--- src/tpo_pkg.sv ---
// Constants for the time proportioning output block
package tpo_pkg;
   localparam int unsigned CLOCK_HZ = 25000000;
   localparam int unsigned TICK_MS = 10;
   localparam int unsigned TICK_CYCLES = CLOCK_HZ / 1000 * TICK_MS;
   localparam int unsigned PERIOD_TICKS = 1000;
   localparam int unsigned CTRL_WIDTH = 12;
   localparam int unsigned CTRL_MAX = 4095;
   localparam int unsigned CNT_WIDTH = 10;
   localparam logic [CNT_WIDTH-1:0] CNT_RESET = 10'h000;
   localparam logic [CNT_WIDTH:0] DUTY_RESET = 11'h000;
endpackage

--- src/tpo_tick_if.sv ---
// Tick and period-boundary signals shared between the timer modules
`timescale 1ns/1ps
interface tpo_tick_if;
   logic tick;
   logic period_end;
   modport gen (output tick, output period_end);
   modport use_side (input tick, input period_end);
endinterface

--- src/tpo_period_gen.sv ---
// Tick prescaler and self-restarting period timer
`timescale 1ns/1ps
module tpo_period_gen import tpo_pkg::*; #(
   parameter int unsigned TICK_CYC = TICK_CYCLES,  // Clocks per tick
   parameter int unsigned PER_TICKS = PERIOD_TICKS // Ticks per period
) (
   input wire logic i_clock,    // System clock
   input wire logic i_rst,      // Synchronous reset
   tpo_tick_if.gen tk           // Tick and boundary out
);
   logic [31:0] pre_r;
   logic [CNT_WIDTH-1:0] period_timer_r;
   wire pre_wrap = (pre_r == 32'(TICK_CYC - 1));
   wire per_done = (period_timer_r == CNT_WIDTH'(PER_TICKS - 1));

   assign tk.tick = pre_wrap;
   assign tk.period_end = pre_wrap && per_done;

   always_ff @(posedge i_clock) begin
      if (i_rst || pre_wrap) begin
         pre_r <= 32'h0;
      end else begin
         pre_r <= pre_r + 32'h1;
      end
   end

   always_ff @(posedge i_clock) begin
      if (i_rst || tk.period_end) begin
         period_timer_r <= CNT_RESET;
      end else if (pre_wrap) begin
         period_timer_r <= period_timer_r + CNT_WIDTH'(1);
      end
   end
endmodule

--- src/tpo_top.sv ---
// Time proportioning on/off output driven by a loop control word
//
// How it works
// - Period timer counts 0.01 s ticks to 1000, restarting itself.
// - Period end pulses one cycle and clears both timers.
// - Control output word is captured at each period end.
// - Captured value divided by 4.095, mapping 0-4095 onto 0-1000.
// - Duty timer counts ticks to the duty count, then output drops.
// - Output is high from period start until the duty timer expires.
// - Output held off during the clearing cycle at period end.
// - One duty count equals one period tick, 1 part in 1000.
`timescale 1ns/1ps
module tpo_top import tpo_pkg::*; #(
   parameter int unsigned TICK_CYC = TICK_CYCLES,  // Clocks per tick
   parameter int unsigned PER_TICKS = PERIOD_TICKS // Ticks per period
) (
   input wire logic i_clock,                              // 25 MHz clock
   input wire logic i_rst,                                // Sync reset
   input wire logic [CTRL_WIDTH-1:0] i_control_output_word, // Loop output
   output logic o_on_off_output,                          // Actuator drive
   output logic o_period_end,                             // Boundary pulse
   output logic [CNT_WIDTH:0] o_duty_count                // Held duty
);
   tpo_tick_if tk ();
   logic [CNT_WIDTH:0] duty_r;
   logic [CNT_WIDTH:0] duty_nxt;
   logic [CNT_WIDTH:0] duty_timer_r;
   logic on_r;
   logic on_nxt;

   tpo_period_gen #(.TICK_CYC(TICK_CYC), .PER_TICKS(PER_TICKS)) u_gen (
      .i_clock(i_clock),
      .i_rst(i_rst),
      .tk(tk)
   );

   // Rounded scaling x*1000/4095, result 0..1000
   function automatic logic [CNT_WIDTH:0] scale(input logic [11:0] x);
      logic [23:0] p;
      p = 24'(x) * 24'd1000 + 24'd2047;
      return (CNT_WIDTH+1)'(p / 24'(CTRL_MAX));
   endfunction

   assign duty_nxt = tk.period_end ? scale(i_control_output_word) : duty_r;
   wire duty_done = (duty_timer_r >= duty_r);
   // high until expiry, off in clearing cycle
   assign on_nxt = !tk.period_end && !duty_done;

   always_ff @(posedge i_clock) begin
      if (i_rst) begin
         duty_r <= DUTY_RESET;
      end else begin
         duty_r <= duty_nxt;
      end
   end

   // duty timer, cleared at period end, same tick
   always_ff @(posedge i_clock) begin
      if (i_rst || tk.period_end) begin
         duty_timer_r <= DUTY_RESET;
      end else if (tk.tick && !duty_done) begin
         duty_timer_r <= duty_timer_r + (CNT_WIDTH+1)'(1);
      end
   end

   always_ff @(posedge i_clock) begin
      if (i_rst) begin
         on_r <= 1'b0;
      end else begin
         on_r <= on_nxt;
      end
   end

   assign o_on_off_output = on_r;
   assign o_period_end = tk.period_end;
   assign o_duty_count = duty_r;

   // Helper cycle counter for the period length check
   logic [31:0] gap_r;
   logic seen_r;
   always_ff @(posedge i_clock) begin
      if (i_rst || tk.period_end) begin
         gap_r <= 32'h1;
      end else begin
         gap_r <= gap_r + 32'h1;
      end
   end
   always_ff @(posedge i_clock) begin
      if (i_rst) begin
         seen_r <= 1'b0;
      end else if (tk.period_end) begin
         seen_r <= 1'b1;
      end
   end

   // Registered copy of the boundary, high in the first cycle of a period
   logic after_end_r;
   localparam logic [CNT_WIDTH:0] FULL_DUTY = (CNT_WIDTH+1)'(PERIOD_TICKS);
   always_ff @(posedge i_clock) begin
      if (i_rst) begin
         after_end_r <= 1'b0;
      end else begin
         after_end_r <= tk.period_end;
      end
   end
endmodule
--- config.mk ---
export PLATFORM = sky130hd
export DESIGN_NAME = tpo_top
export DESIGN_NICKNAME = d
export VERILOG_FILES = /design/src/tpo_pkg.sv /design/src/tpo_tick_if.sv /design/src/tpo_period_gen.sv /design/src/tpo_top.sv
export SDC_FILE = /design/constraint.sdc
export NUM_CORES = 1
export LEC_CHECK = 0
export ABC_CLOCK_PERIOD_IN_PS = 13950
export BUFFER_PORTS_ARGS = -buffer_cell sky130_fd_sc_hd__buf_2
export CAP_MARGIN = 40
export CORE_MARGIN = 2
export CORE_UTILIZATION = 41
export DETAILED_ROUTE_END_ITERATION = 8
export HOLD_SLACK_MARGIN = 0.1
export PLACE_DENSITY = 0.56
export SYNTH_ARGS = -nofsm -noshare
export SYNTH_HDL_FRONTEND = slang
export SYNTH_SLANG_ARGS = --single-unit
--- constraint.sdc ---
create_clock -name i_clock -period 13.95 [get_ports i_clock]
set_input_delay 2.79 -clock i_clock [delete_from_list [all_inputs] [get_ports i_clock]]
set_output_delay 2.79 -clock i_clock [all_outputs]
set_load 0.01 [all_outputs]
==> impl_metrics.env, run 1 <==
export IMPL_status="complete, no violations"
export IMPL_gp_congestion=0.863
export IMPL_ant_nets=0
export IMPL_holdPathEnd="u_gen.pre_r[0]"
export IMPL_hp_class="reg -> reg"
export IMPL_synthArstFlopShare=0
export IMPL_io_buffers=26
export IMPL_diodes=0
export IMPL_hold_buffers=0
export IMPL_dp_cells=1919
export IMPL_avgViaCountPerCell=5.43
export IMPL_clk_latency_ps=330
export IMPL_wl_met2_um=15200
export IMPL_dieArea_um2=25000
export IMPL_drtPass1Iterations=5
export IMPL_slowest_delay_ps=570
export IMPL_hold_viol_final=0
export IMPL_critical_path_required_ps=14150
export IMPL_ios=27
export IMPL_cap_violations=0
export IMPL_tightestPinTransition_ps=631
export IMPL_cts_tree="built"
export IMPL_ys_warn_count=0
export IMPL_rsz0062_at_grt="yes"
export IMPL_synthAdderAreaFrac=0.160
export IMPL_synth_compound_area_frac=0.252
export IMPL_cts_made_buffers=9
export IMPL_finish_net_count=1772
export IMPL_wl_per_cell_um=14.9
export IMPL_fp_dieH_um=158
export IMPL_fin_skew_ps=7.10
export IMPL_drive_above_1_share=0.410
export IMPL_dr_total_vias=10800
export IMPL_drtIter0Drc=522
export IMPL_synth_top_family_by_area="simple AND/OR/NAND/NOR gates"
export IMPL_ys_seq_area_frac=0.133
export IMPL_grt_pass1_vias=10600
export IMPL_track_usage=0.236
export IMPL_wirelength_um=29600
export IMPL_hpwl_um=23900
export IMPL_grt_pass1_wl_um=49000
export IMPL_syn_avg_cell_area_um2=7.87
export IMPL_crit_fanout=6
export IMPL_min_period_ps=13810
export IMPL_cp_end_kind="flip-flop"
export IMPL_antenna_found_initial=0
export IMPL_yosysTopAreaCell="dfxtp_1"
export IMPL_ys_types=120
export IMPL_clock_sinks=65
export IMPL_synth_commonest_cells="130 x nor2_1, 84 x inv_1, 83 x nand2_1"
export IMPL_start_util=0.417
export IMPL_setup_worst_path_start_class="input port"
export IMPL_htree_levels=3
export IMPL_final_cells=1980
export IMPL_met1_length_um=13500
export IMPL_slew_headroom=0.578
export IMPL_top_layer="met4"
export IMPL_syn_area_um2=9750
export IMPL_synth_cells=1240
export IMPL_path_common_cell="fa_1"
export IMPL_crit_arrival_ps=14010
export IMPL_r2r_start="duty_timer_r[0]"
export IMPL_synthMuxAreaShare=0.0205
export IMPL_grt_max_degree=33
export IMPL_postLayoutCoreUtil=0.624
export IMPL_setup_viol=0
export IMPL_cts_root_buf="clkbuf_16"
export IMPL_ff2ff_path_depth=21
export IMPL_critPathKind="in -> reg"
export IMPL_r2r_setup_slack_ps=10120
export IMPL_synthFlopType="dfxtp_1"
export IMPL_synth_top_cell_area_share=0.133
export IMPL_synth_xor_xnor_area_share=0.0969
export IMPL_yosysMostFrequentCell="nor2_1"
export IMPL_core_um2=23400
export IMPL_cp_slowest_cell="or4_4"
export IMPL_clockBufferDepth=2
export IMPL_drc=0
export IMPL_syn_to_final_growth_pct=49.8
export IMPL_min_from="u_gen.pre_r[0]"
export IMPL_grt_ovfl_total=0
export IMPL_clkSlewWorstSetupHoldPaths_ps=60
export IMPL_synth_edf_count=0
export IMPL_rows=56
export IMPL_maxSlewViolCount=0
export IMPL_synthSimpleGateAreaFrac=0.289
export IMPL_netlist_top_cells_area="dfxtp_1 13%, ha_1 8.3%, fa_1 7.6%"
export IMPL_die_w_um=158
export IMPL_layout_worst_path_cycle_share=0.990
export IMPL_fmaxAchievable_mhz=72.4
export IMPL_whs_path_depth=1
export IMPL_wl_met3_um=478
export IMPL_synth_seq_cells=65
export IMPL_synth_nets=1356
export IMPL_nFillCells=2125
export IMPL_r2r_end="duty_timer_r[9]"
-- worst max path at each step --
stage	startpoint	end	slack [ps]
floorplan	i_control_output_word[3]	o_duty_count[0]	-290
finish	i_control_output_word[5]	o_duty_count[0]	140
CTS	i_control_output_word[6]	o_duty_count[0]	2
global route	i_control_output_word[3]	o_duty_count[0]	-430
global placement	i_control_output_word[3]	o_duty_count[0]	-670
detailed placement	i_control_output_word[5]	o_duty_count[0]	-700
-- final cells by class --
type	instances	area [um^2]	share of cell area
Tap cell	319	399	0.0273
Multi-Input combinational cell	1059	9010	0.617
Sequential cell	65	1300	0.0891
Inverter	85	337	0.0230
Clock inverter	6	66.3	0.00454
Clock buffer	10	239	0.0164
Timing Repair Buffer	436	3250	0.223
-- cell usage in the layout, fill, tap and decap left out, types with 11 or more instances in the layout --
| master | n |
|---|---|
| nand3_1 | 55 |
| a21o_1 | 22 |
| o21ai_0 | 34 |
| nand2_2 | 11 |
| or3_1 | 19 |
| inv_1 | 71 |
| nor4_1 | 13 |
| and3_1 | 19 |
| xor2_1 | 54 |
| o211ai_1 | 15 |
| nand4_1 | 28 |
| a31oi_1 | 12 |
| ha_1 | 53 |
| nor2b_1 | 11 |
| fa_1 | 36 |
| xnor2_1 | 40 |
| buf_4 | 405 |
| a211oi_1 | 11 |
| nor2_1 | 124 |
| and2_1 | 19 |
| nand2_1 | 74 |
| buf_2 | 22 |
| dfxtp_1 | 65 |
| a21oi_1 | 48 |
| nor3_1 | 20 |
-- through the flow --
step                      cell area [um^2]  hold WS (ps)  setup TNS, ps  setup slack [ps]
final                                14600           468              0               139
after floorplan                      10200           430           -495              -288
after CTS                            13900           472              0              1.95
after detailed placement             13300           463          -1350              -697
after global routing                 14600           502           -824              -434
after global placement               13300           443          -1250              -668
-- per-layer routing --
| layer | GRT usage | up-vias |
|---|---|---|
| met5 | 0 | - |
| met4 | 0.0553 | 0 |
| met3 | 0.0145 | 42 |
| met2 | 0.438 | 127 |
| met1 | 0.297 | 5151 |
| li1 | - | 5431 |
-- flip-flops by register name, summed over array words and instances, names as in the netlist --
| signal | flops |
|---|---|
| u_gen.period_timer_r | 10 |
| o_on_off_output | 1 |
| duty_timer_r | 11 |
| o_duty_count | 11 |
| u_gen.pre_r | 32 |
-- worst max-delay path: cells and delay by family --
family | cells | cell delay, ps
and+or+nand+nor | 14 | 3890
AOI/OAI and AO/OA | 18 | 3080
adders and majority gates | 7 | 2670
buffers and inverters | 9 | 970
xor gates and xnor gates | 3 | 620
-- cells by family (layout without fill, tap and decap cells) --
logic type,after synthesis,in the layout
buffers and inverters,116,537
xor gates and xnor gates,104,104
muxes,19,19
and+or+nand+nor,513,513
AOI/OAI and AO/OA,320,320
adders and majority gates,103,103
DFF,65,65
-- what timing repair did --
| item | in CTS | in global routing |
|---|---|---|
| resized for setup | 34 | 115 |
| setup endpoints to repair | 2 | 3 |
| pin swaps | 43 | 80 |
| setup buffers | 21 | 26 |
Power of run 1 is not shown: default switching activity piles up to over one toggle a cycle in this logic, so the estimate is an artifact.
==> run 2: changes to the inputs <==
--- a/config.mk
+++ b/config.mk
@@ -10,7 +10,9 @@
 export CAP_MARGIN = 40
 export CORE_MARGIN = 2
 export CORE_UTILIZATION = 41
+export CTS_CLUSTER_SIZE = 40
 export DETAILED_ROUTE_END_ITERATION = 8
+export GPL_TIMING_DRIVEN = 0
 export HOLD_SLACK_MARGIN = 0.1
 export PLACE_DENSITY = 0.56
 export SYNTH_ARGS = -nofsm -noshare
==> run 2 against run 1 <==
Against the previous run:
- the run now ends with negative setup slack left
- flip-flop and latch count unchanged
- clock-buffer cell count is the same
- core utilization shrank 4.1 points
==> impl_metrics.env, run 2 (synthesized netlist as in run 1, its figures left out) <==
export IMPL_grt_pass1_vias=9699
export IMPL_setup_viol=2
export IMPL_cp_end_kind="flip-flop"
export IMPL_crit_arrival_ps=14560
export IMPL_fin_skew_ps=5.79
export IMPL_track_usage=0.225
export IMPL_cts_root_buf="clkbuf_16"
export IMPL_crit_fanout=5
export IMPL_tightestPinTransition_ps=796
export IMPL_critPathKind="in -> reg"
export IMPL_clkSlewWorstSetupHoldPaths_ps=60
export IMPL_cts_tree="built"
export IMPL_dp_cells=1589
export IMPL_critical_path_required_ps=14160
export IMPL_ios=27
export IMPL_ant_nets=0
export IMPL_drtPass1Iterations=5
export IMPL_largest_reg_flops=32
export IMPL_avgViaCountPerCell=5.64
export IMPL_cts_made_buffers=9
export IMPL_drive_above_1_share=0.349
export IMPL_final_common_cell="buf_4"
export IMPL_slew_headroom=0.466
export IMPL_start_util=0.417
export IMPL_wl_per_cell_um=16.2
export IMPL_drtIter0Drc=539
export IMPL_grt_max_degree=13
export IMPL_syn_to_final_growth_pct=39.9
export IMPL_hold_viol_final=0
export IMPL_violations="negative setup slack"
export IMPL_antenna_found_initial=0
export IMPL_clock_sinks=65
export IMPL_fmaxAchievable_mhz=69.7
export IMPL_status="finished, violations left"
export IMPL_setup_worst_path_start_class="input port"
export IMPL_io_buffers=26
export IMPL_drc=0
export IMPL_dieArea_um2=25000
export IMPL_cap_violations=0
export IMPL_cp_slowest_cell="or4_4"
export IMPL_diodes=0
export IMPL_rows=56
export IMPL_wirelength_um=28500
export IMPL_fp_dieH_um=158
export IMPL_hold_worst_slack_ps=465
export IMPL_gp_congestion=0.880
export IMPL_hp_class="reg -> reg"
export IMPL_min_period_ps=14340
export IMPL_core_um2=23400
export IMPL_clk_latency_ps=330
export IMPL_final_cell_mix="157 x buf_4, 117 x nor2_1, 73 x inv_1, 71 x nand2_1, 65 x dfxtp_1"
export IMPL_finish_net_count=1554
export IMPL_top_register="u_gen.pre_r"
export IMPL_htree_levels=3
export IMPL_maxSlewViolCount=0
export IMPL_dr_total_vias=9943
export IMPL_slowest_delay_ps=550
export IMPL_clockBufferDepth=2
export IMPL_layout_worst_path_cycle_share=1.03
export IMPL_rsz0062_at_grt="yes"
export IMPL_final_cells=1762
export IMPL_die_w_um=158
export IMPL_hpwl_um=20800
export IMPL_dp_slack_ps=-2310
export IMPL_grt_ovfl_total=0
export IMPL_grt_pass1_wl_um=46600
export IMPL_fin_ws_ps=-393
[run 2: cell count changes in the layout (fill, tap and decap cells not counted), moves of 5 or more]
| cell | change |
|---|---|
| nand3_1 | -6 |
| clkbuf_1 | +13 |
| o21ai_0 | -6 |
| buf_4 | -248 |
| nor2_2 | +5 |
| nor2_1 | -7 |
| buf_12 | +6 |
[run 2: final timing paths]
check / from / end / slack [ps] / cells past startpoint
worst max-delay path: i_control_output_word[5] / o_duty_count[0] / -390 / 55
worst max register to register: duty_timer_r[0] / duty_timer_r[9] / 10200 / 21
worst min-delay path: u_gen.pre_r[0] / u_gen.pre_r[0] / 460 / 1
worst min register to register: u_gen.pre_r[0] / u_gen.pre_r[0] / 460 / 1
[run 2: routing by layer]
layer | GRT usage | vias up | wire, um
met2 | 0.418 | 172 | 14600
met4 | 0.0352 | 0 | 240
met3 | 0.0233 | 24 | 635
li1 | - | 4970 | -
met5 | 0 | - | 0
met1 | 0.286 | 4777 | 13000
[run 2: cell type report]
type	count	area (um^2)
fill	2160	9750
multi-input combinational	1059	9610
timing repair buffer	193	1520
sequential	65	1300
tap	319	399
inverter	85	343
clock buffer	10	229
buffer	25	135
clock inverter	6	115
[run 2: what timing repair did]
action | in CTS | in global routing
setup buffers | 125 | 38
gates cloned | 0 | 0
setup endpoints to repair | 4 | 3
hold buffers | 0 | 0
pin swaps | 115 | 77
resized for setup | 176 | 97
[run 2: stage by stage]
step	instance area [um^2]	TNS, ps	utilization
2_1_floorplan	10200	-495	-
3_3_place_gp	10700	-6730	0.457
3_5_place_dp	10700	-6120	0.458
4_1_cts	12900	-334	0.551
5_1_grt	13600	-1600	0.583
6_report	13600	-715	0.583
[run 2: worst max-delay path: cells and delay by family]
family	cells	cell delay [ps]
AO/OA/AOI/OAI	23	4590
XOR/XNOR	3	510
adder cells (fa/ha/maj)	6	2370
buffers and inverters	14	1690
AND/OR/NAND/NOR	9	2590
Power of run 2 is left out for the same reason.
==> run 3: changes to the inputs <==
--- a/config.mk
+++ b/config.mk
@@ -15,6 +15,7 @@
 export GPL_TIMING_DRIVEN = 0
 export HOLD_SLACK_MARGIN = 0.1
 export PLACE_DENSITY = 0.56
+export SETUP_SLACK_MARGIN = 0.15
 export SYNTH_ARGS = -nofsm -noshare
 export SYNTH_HDL_FRONTEND = slang
 export SYNTH_SLANG_ARGS = --single-unit
==> run 3 against run 2 <==
Against the previous run:
- the flow still finishes with violations (negative setup slack)
- routed wire length is 1.1% lower
- first-iteration DRC count is 7.8% lower
- critical endpoint unchanged
- register-to-register slack hardly changed
- setup slack worse by 130 ps
- global-route usage is 0.38 points lower
- core utilization is 1.1 points lower
==> impl_metrics.env, run 3 (synthesized netlist as in run 1, its figures left out) <==
export IMPL_status="finished, violations left"
export IMPL_violations="negative setup slack"
export IMPL_antenna_found_initial=0
export IMPL_track_usage=0.222
export IMPL_grt_ovfl_total=0
export IMPL_crit_arrival_ps=14720
export IMPL_dr_total_vias=9944
export IMPL_core_um2=23400
export IMPL_r2r_setup_slack_ps=10200
export IMPL_drtPass1Iterations=5
export IMPL_io_buffers=26
export IMPL_dieArea_um2=25000
export IMPL_cap_violations=0
export IMPL_hold_viol_final=0
export IMPL_ios=27
export IMPL_drive_above_1_share=0.328
export IMPL_htree_levels=3
export IMPL_die_w_um=158
export IMPL_fin_setup_tns_ps=-950
export IMPL_top_register="u_gen.pre_r"
export IMPL_clockBufferDepth=2
export IMPL_finish_net_count=1541
export IMPL_cts_made_buffers=9
export IMPL_fp_dieH_um=158
export IMPL_drc=0
export IMPL_ant_nets=0
export IMPL_final_cells=1749
export IMPL_crit_fanout=8
export IMPL_critPathKind="in -> reg"
export IMPL_grt_max_degree=13
export IMPL_gp_congestion=0.880
export IMPL_drtIter0Drc=497
export IMPL_hpwl_um=20800
export IMPL_clkSlewWorstSetupHoldPaths_ps=60
export IMPL_syn_to_final_growth_pct=37.4
export IMPL_tightestPinTransition_ps=806
export IMPL_diodes=0
export IMPL_hold_buffers=0
export IMPL_avgViaCountPerCell=5.69
export IMPL_wirelength_um=28200
export IMPL_cp_buffers_inverters=10
export IMPL_fin_skew_ps=5.79
export IMPL_fmaxAchievable_mhz=69.1
export IMPL_cts_root_buf="clkbuf_16"
export IMPL_cp_end_kind="flip-flop"
export IMPL_critical_path_required_ps=14200
export IMPL_min_period_ps=14470
export IMPL_final_common_cell="buf_4"
export IMPL_clk_latency_ps=330
export IMPL_rsz0062_at_grt="yes"
export IMPL_fin_ws_ps=-522
export IMPL_cp_slowest_cell="fa_1"
export IMPL_setup_worst_path_start_class="input port"
export IMPL_dp_cells=1589
export IMPL_start_util=0.417
export IMPL_grt_pass1_vias=9575
export IMPL_hp_class="reg -> reg"
export IMPL_dp_slack_ps=-2310
export IMPL_setup_viol=2
export IMPL_final_cell_mix="142 x buf_4, 120 x nor2_1, 76 x inv_1, 74 x nand2_1, 65 x dfxtp_1"
export IMPL_largest_reg_flops=32
export IMPL_rows=56
export IMPL_slowest_delay_ps=550
export IMPL_maxSlewViolCount=0
export IMPL_cp_top_family="compound AO/OA/AOI/OAI gates"
export IMPL_slew_headroom=0.459
export IMPL_layout_worst_path_cycle_share=1.04
export IMPL_clock_sinks=65
export IMPL_grt_pass1_wl_um=45700
export IMPL_wl_per_cell_um=16.1
export IMPL_cts_tree="built"
run 3: cell types whose count changed in the layout (fill, tap and decap cells not counted), sizes merged:
cell,previous run,this run
clkinvlp,6,5
buf,203,187
clkbuf,24,27
inv,81,82
run 3: layer usage:
layer / share of wire / track usage
met5: 0 / 0
met4: 0.015 / 0.0468
met3: 0.028 / 0.0257
met2: 0.51 / 0.405
met1: 0.45 / 0.279
run 3: timing repair:
item	CTS	global route
gates cloned	0	0
endpoints found under the setup margin	4	3
gates resized for setup	132	112
buffers inserted	103	41
pin swaps	88	70
run 3: final timing paths:
check | from | end | depth (start not counted)
min | u_gen.pre_r[0] | u_gen.pre_r[0] | 1
max | i_control_output_word[6] | o_duty_count[0] | 54
min reg2reg | u_gen.pre_r[0] | u_gen.pre_r[0] | 1
max reg2reg | duty_timer_r[0] | duty_timer_r[9] | 21
run 3: final cells by class:
type,count,area (um^2)
Fill cell,2205,10000
Tap cell,319,399
Clock buffer,10,229
Timing Repair Buffer,174,1320
Inverter,85,337
Sequential cell,65,1300
Clock inverter,6,115
Multi-Input combinational cell,1059,9500
Buffer,31,196
run 3: per-stage QoR:
step                      hold slack, ps   util  instance area (um^2)
after floorplan                      430      -                 10200
after global placement               448  0.457                 10700
after detailed placement             460  0.458                 10700
after CTS                            470  0.536                 12500
after global routing                 501  0.572                 13400
final                                465  0.572                 13400
Power of run 3 is left out for the same reason.
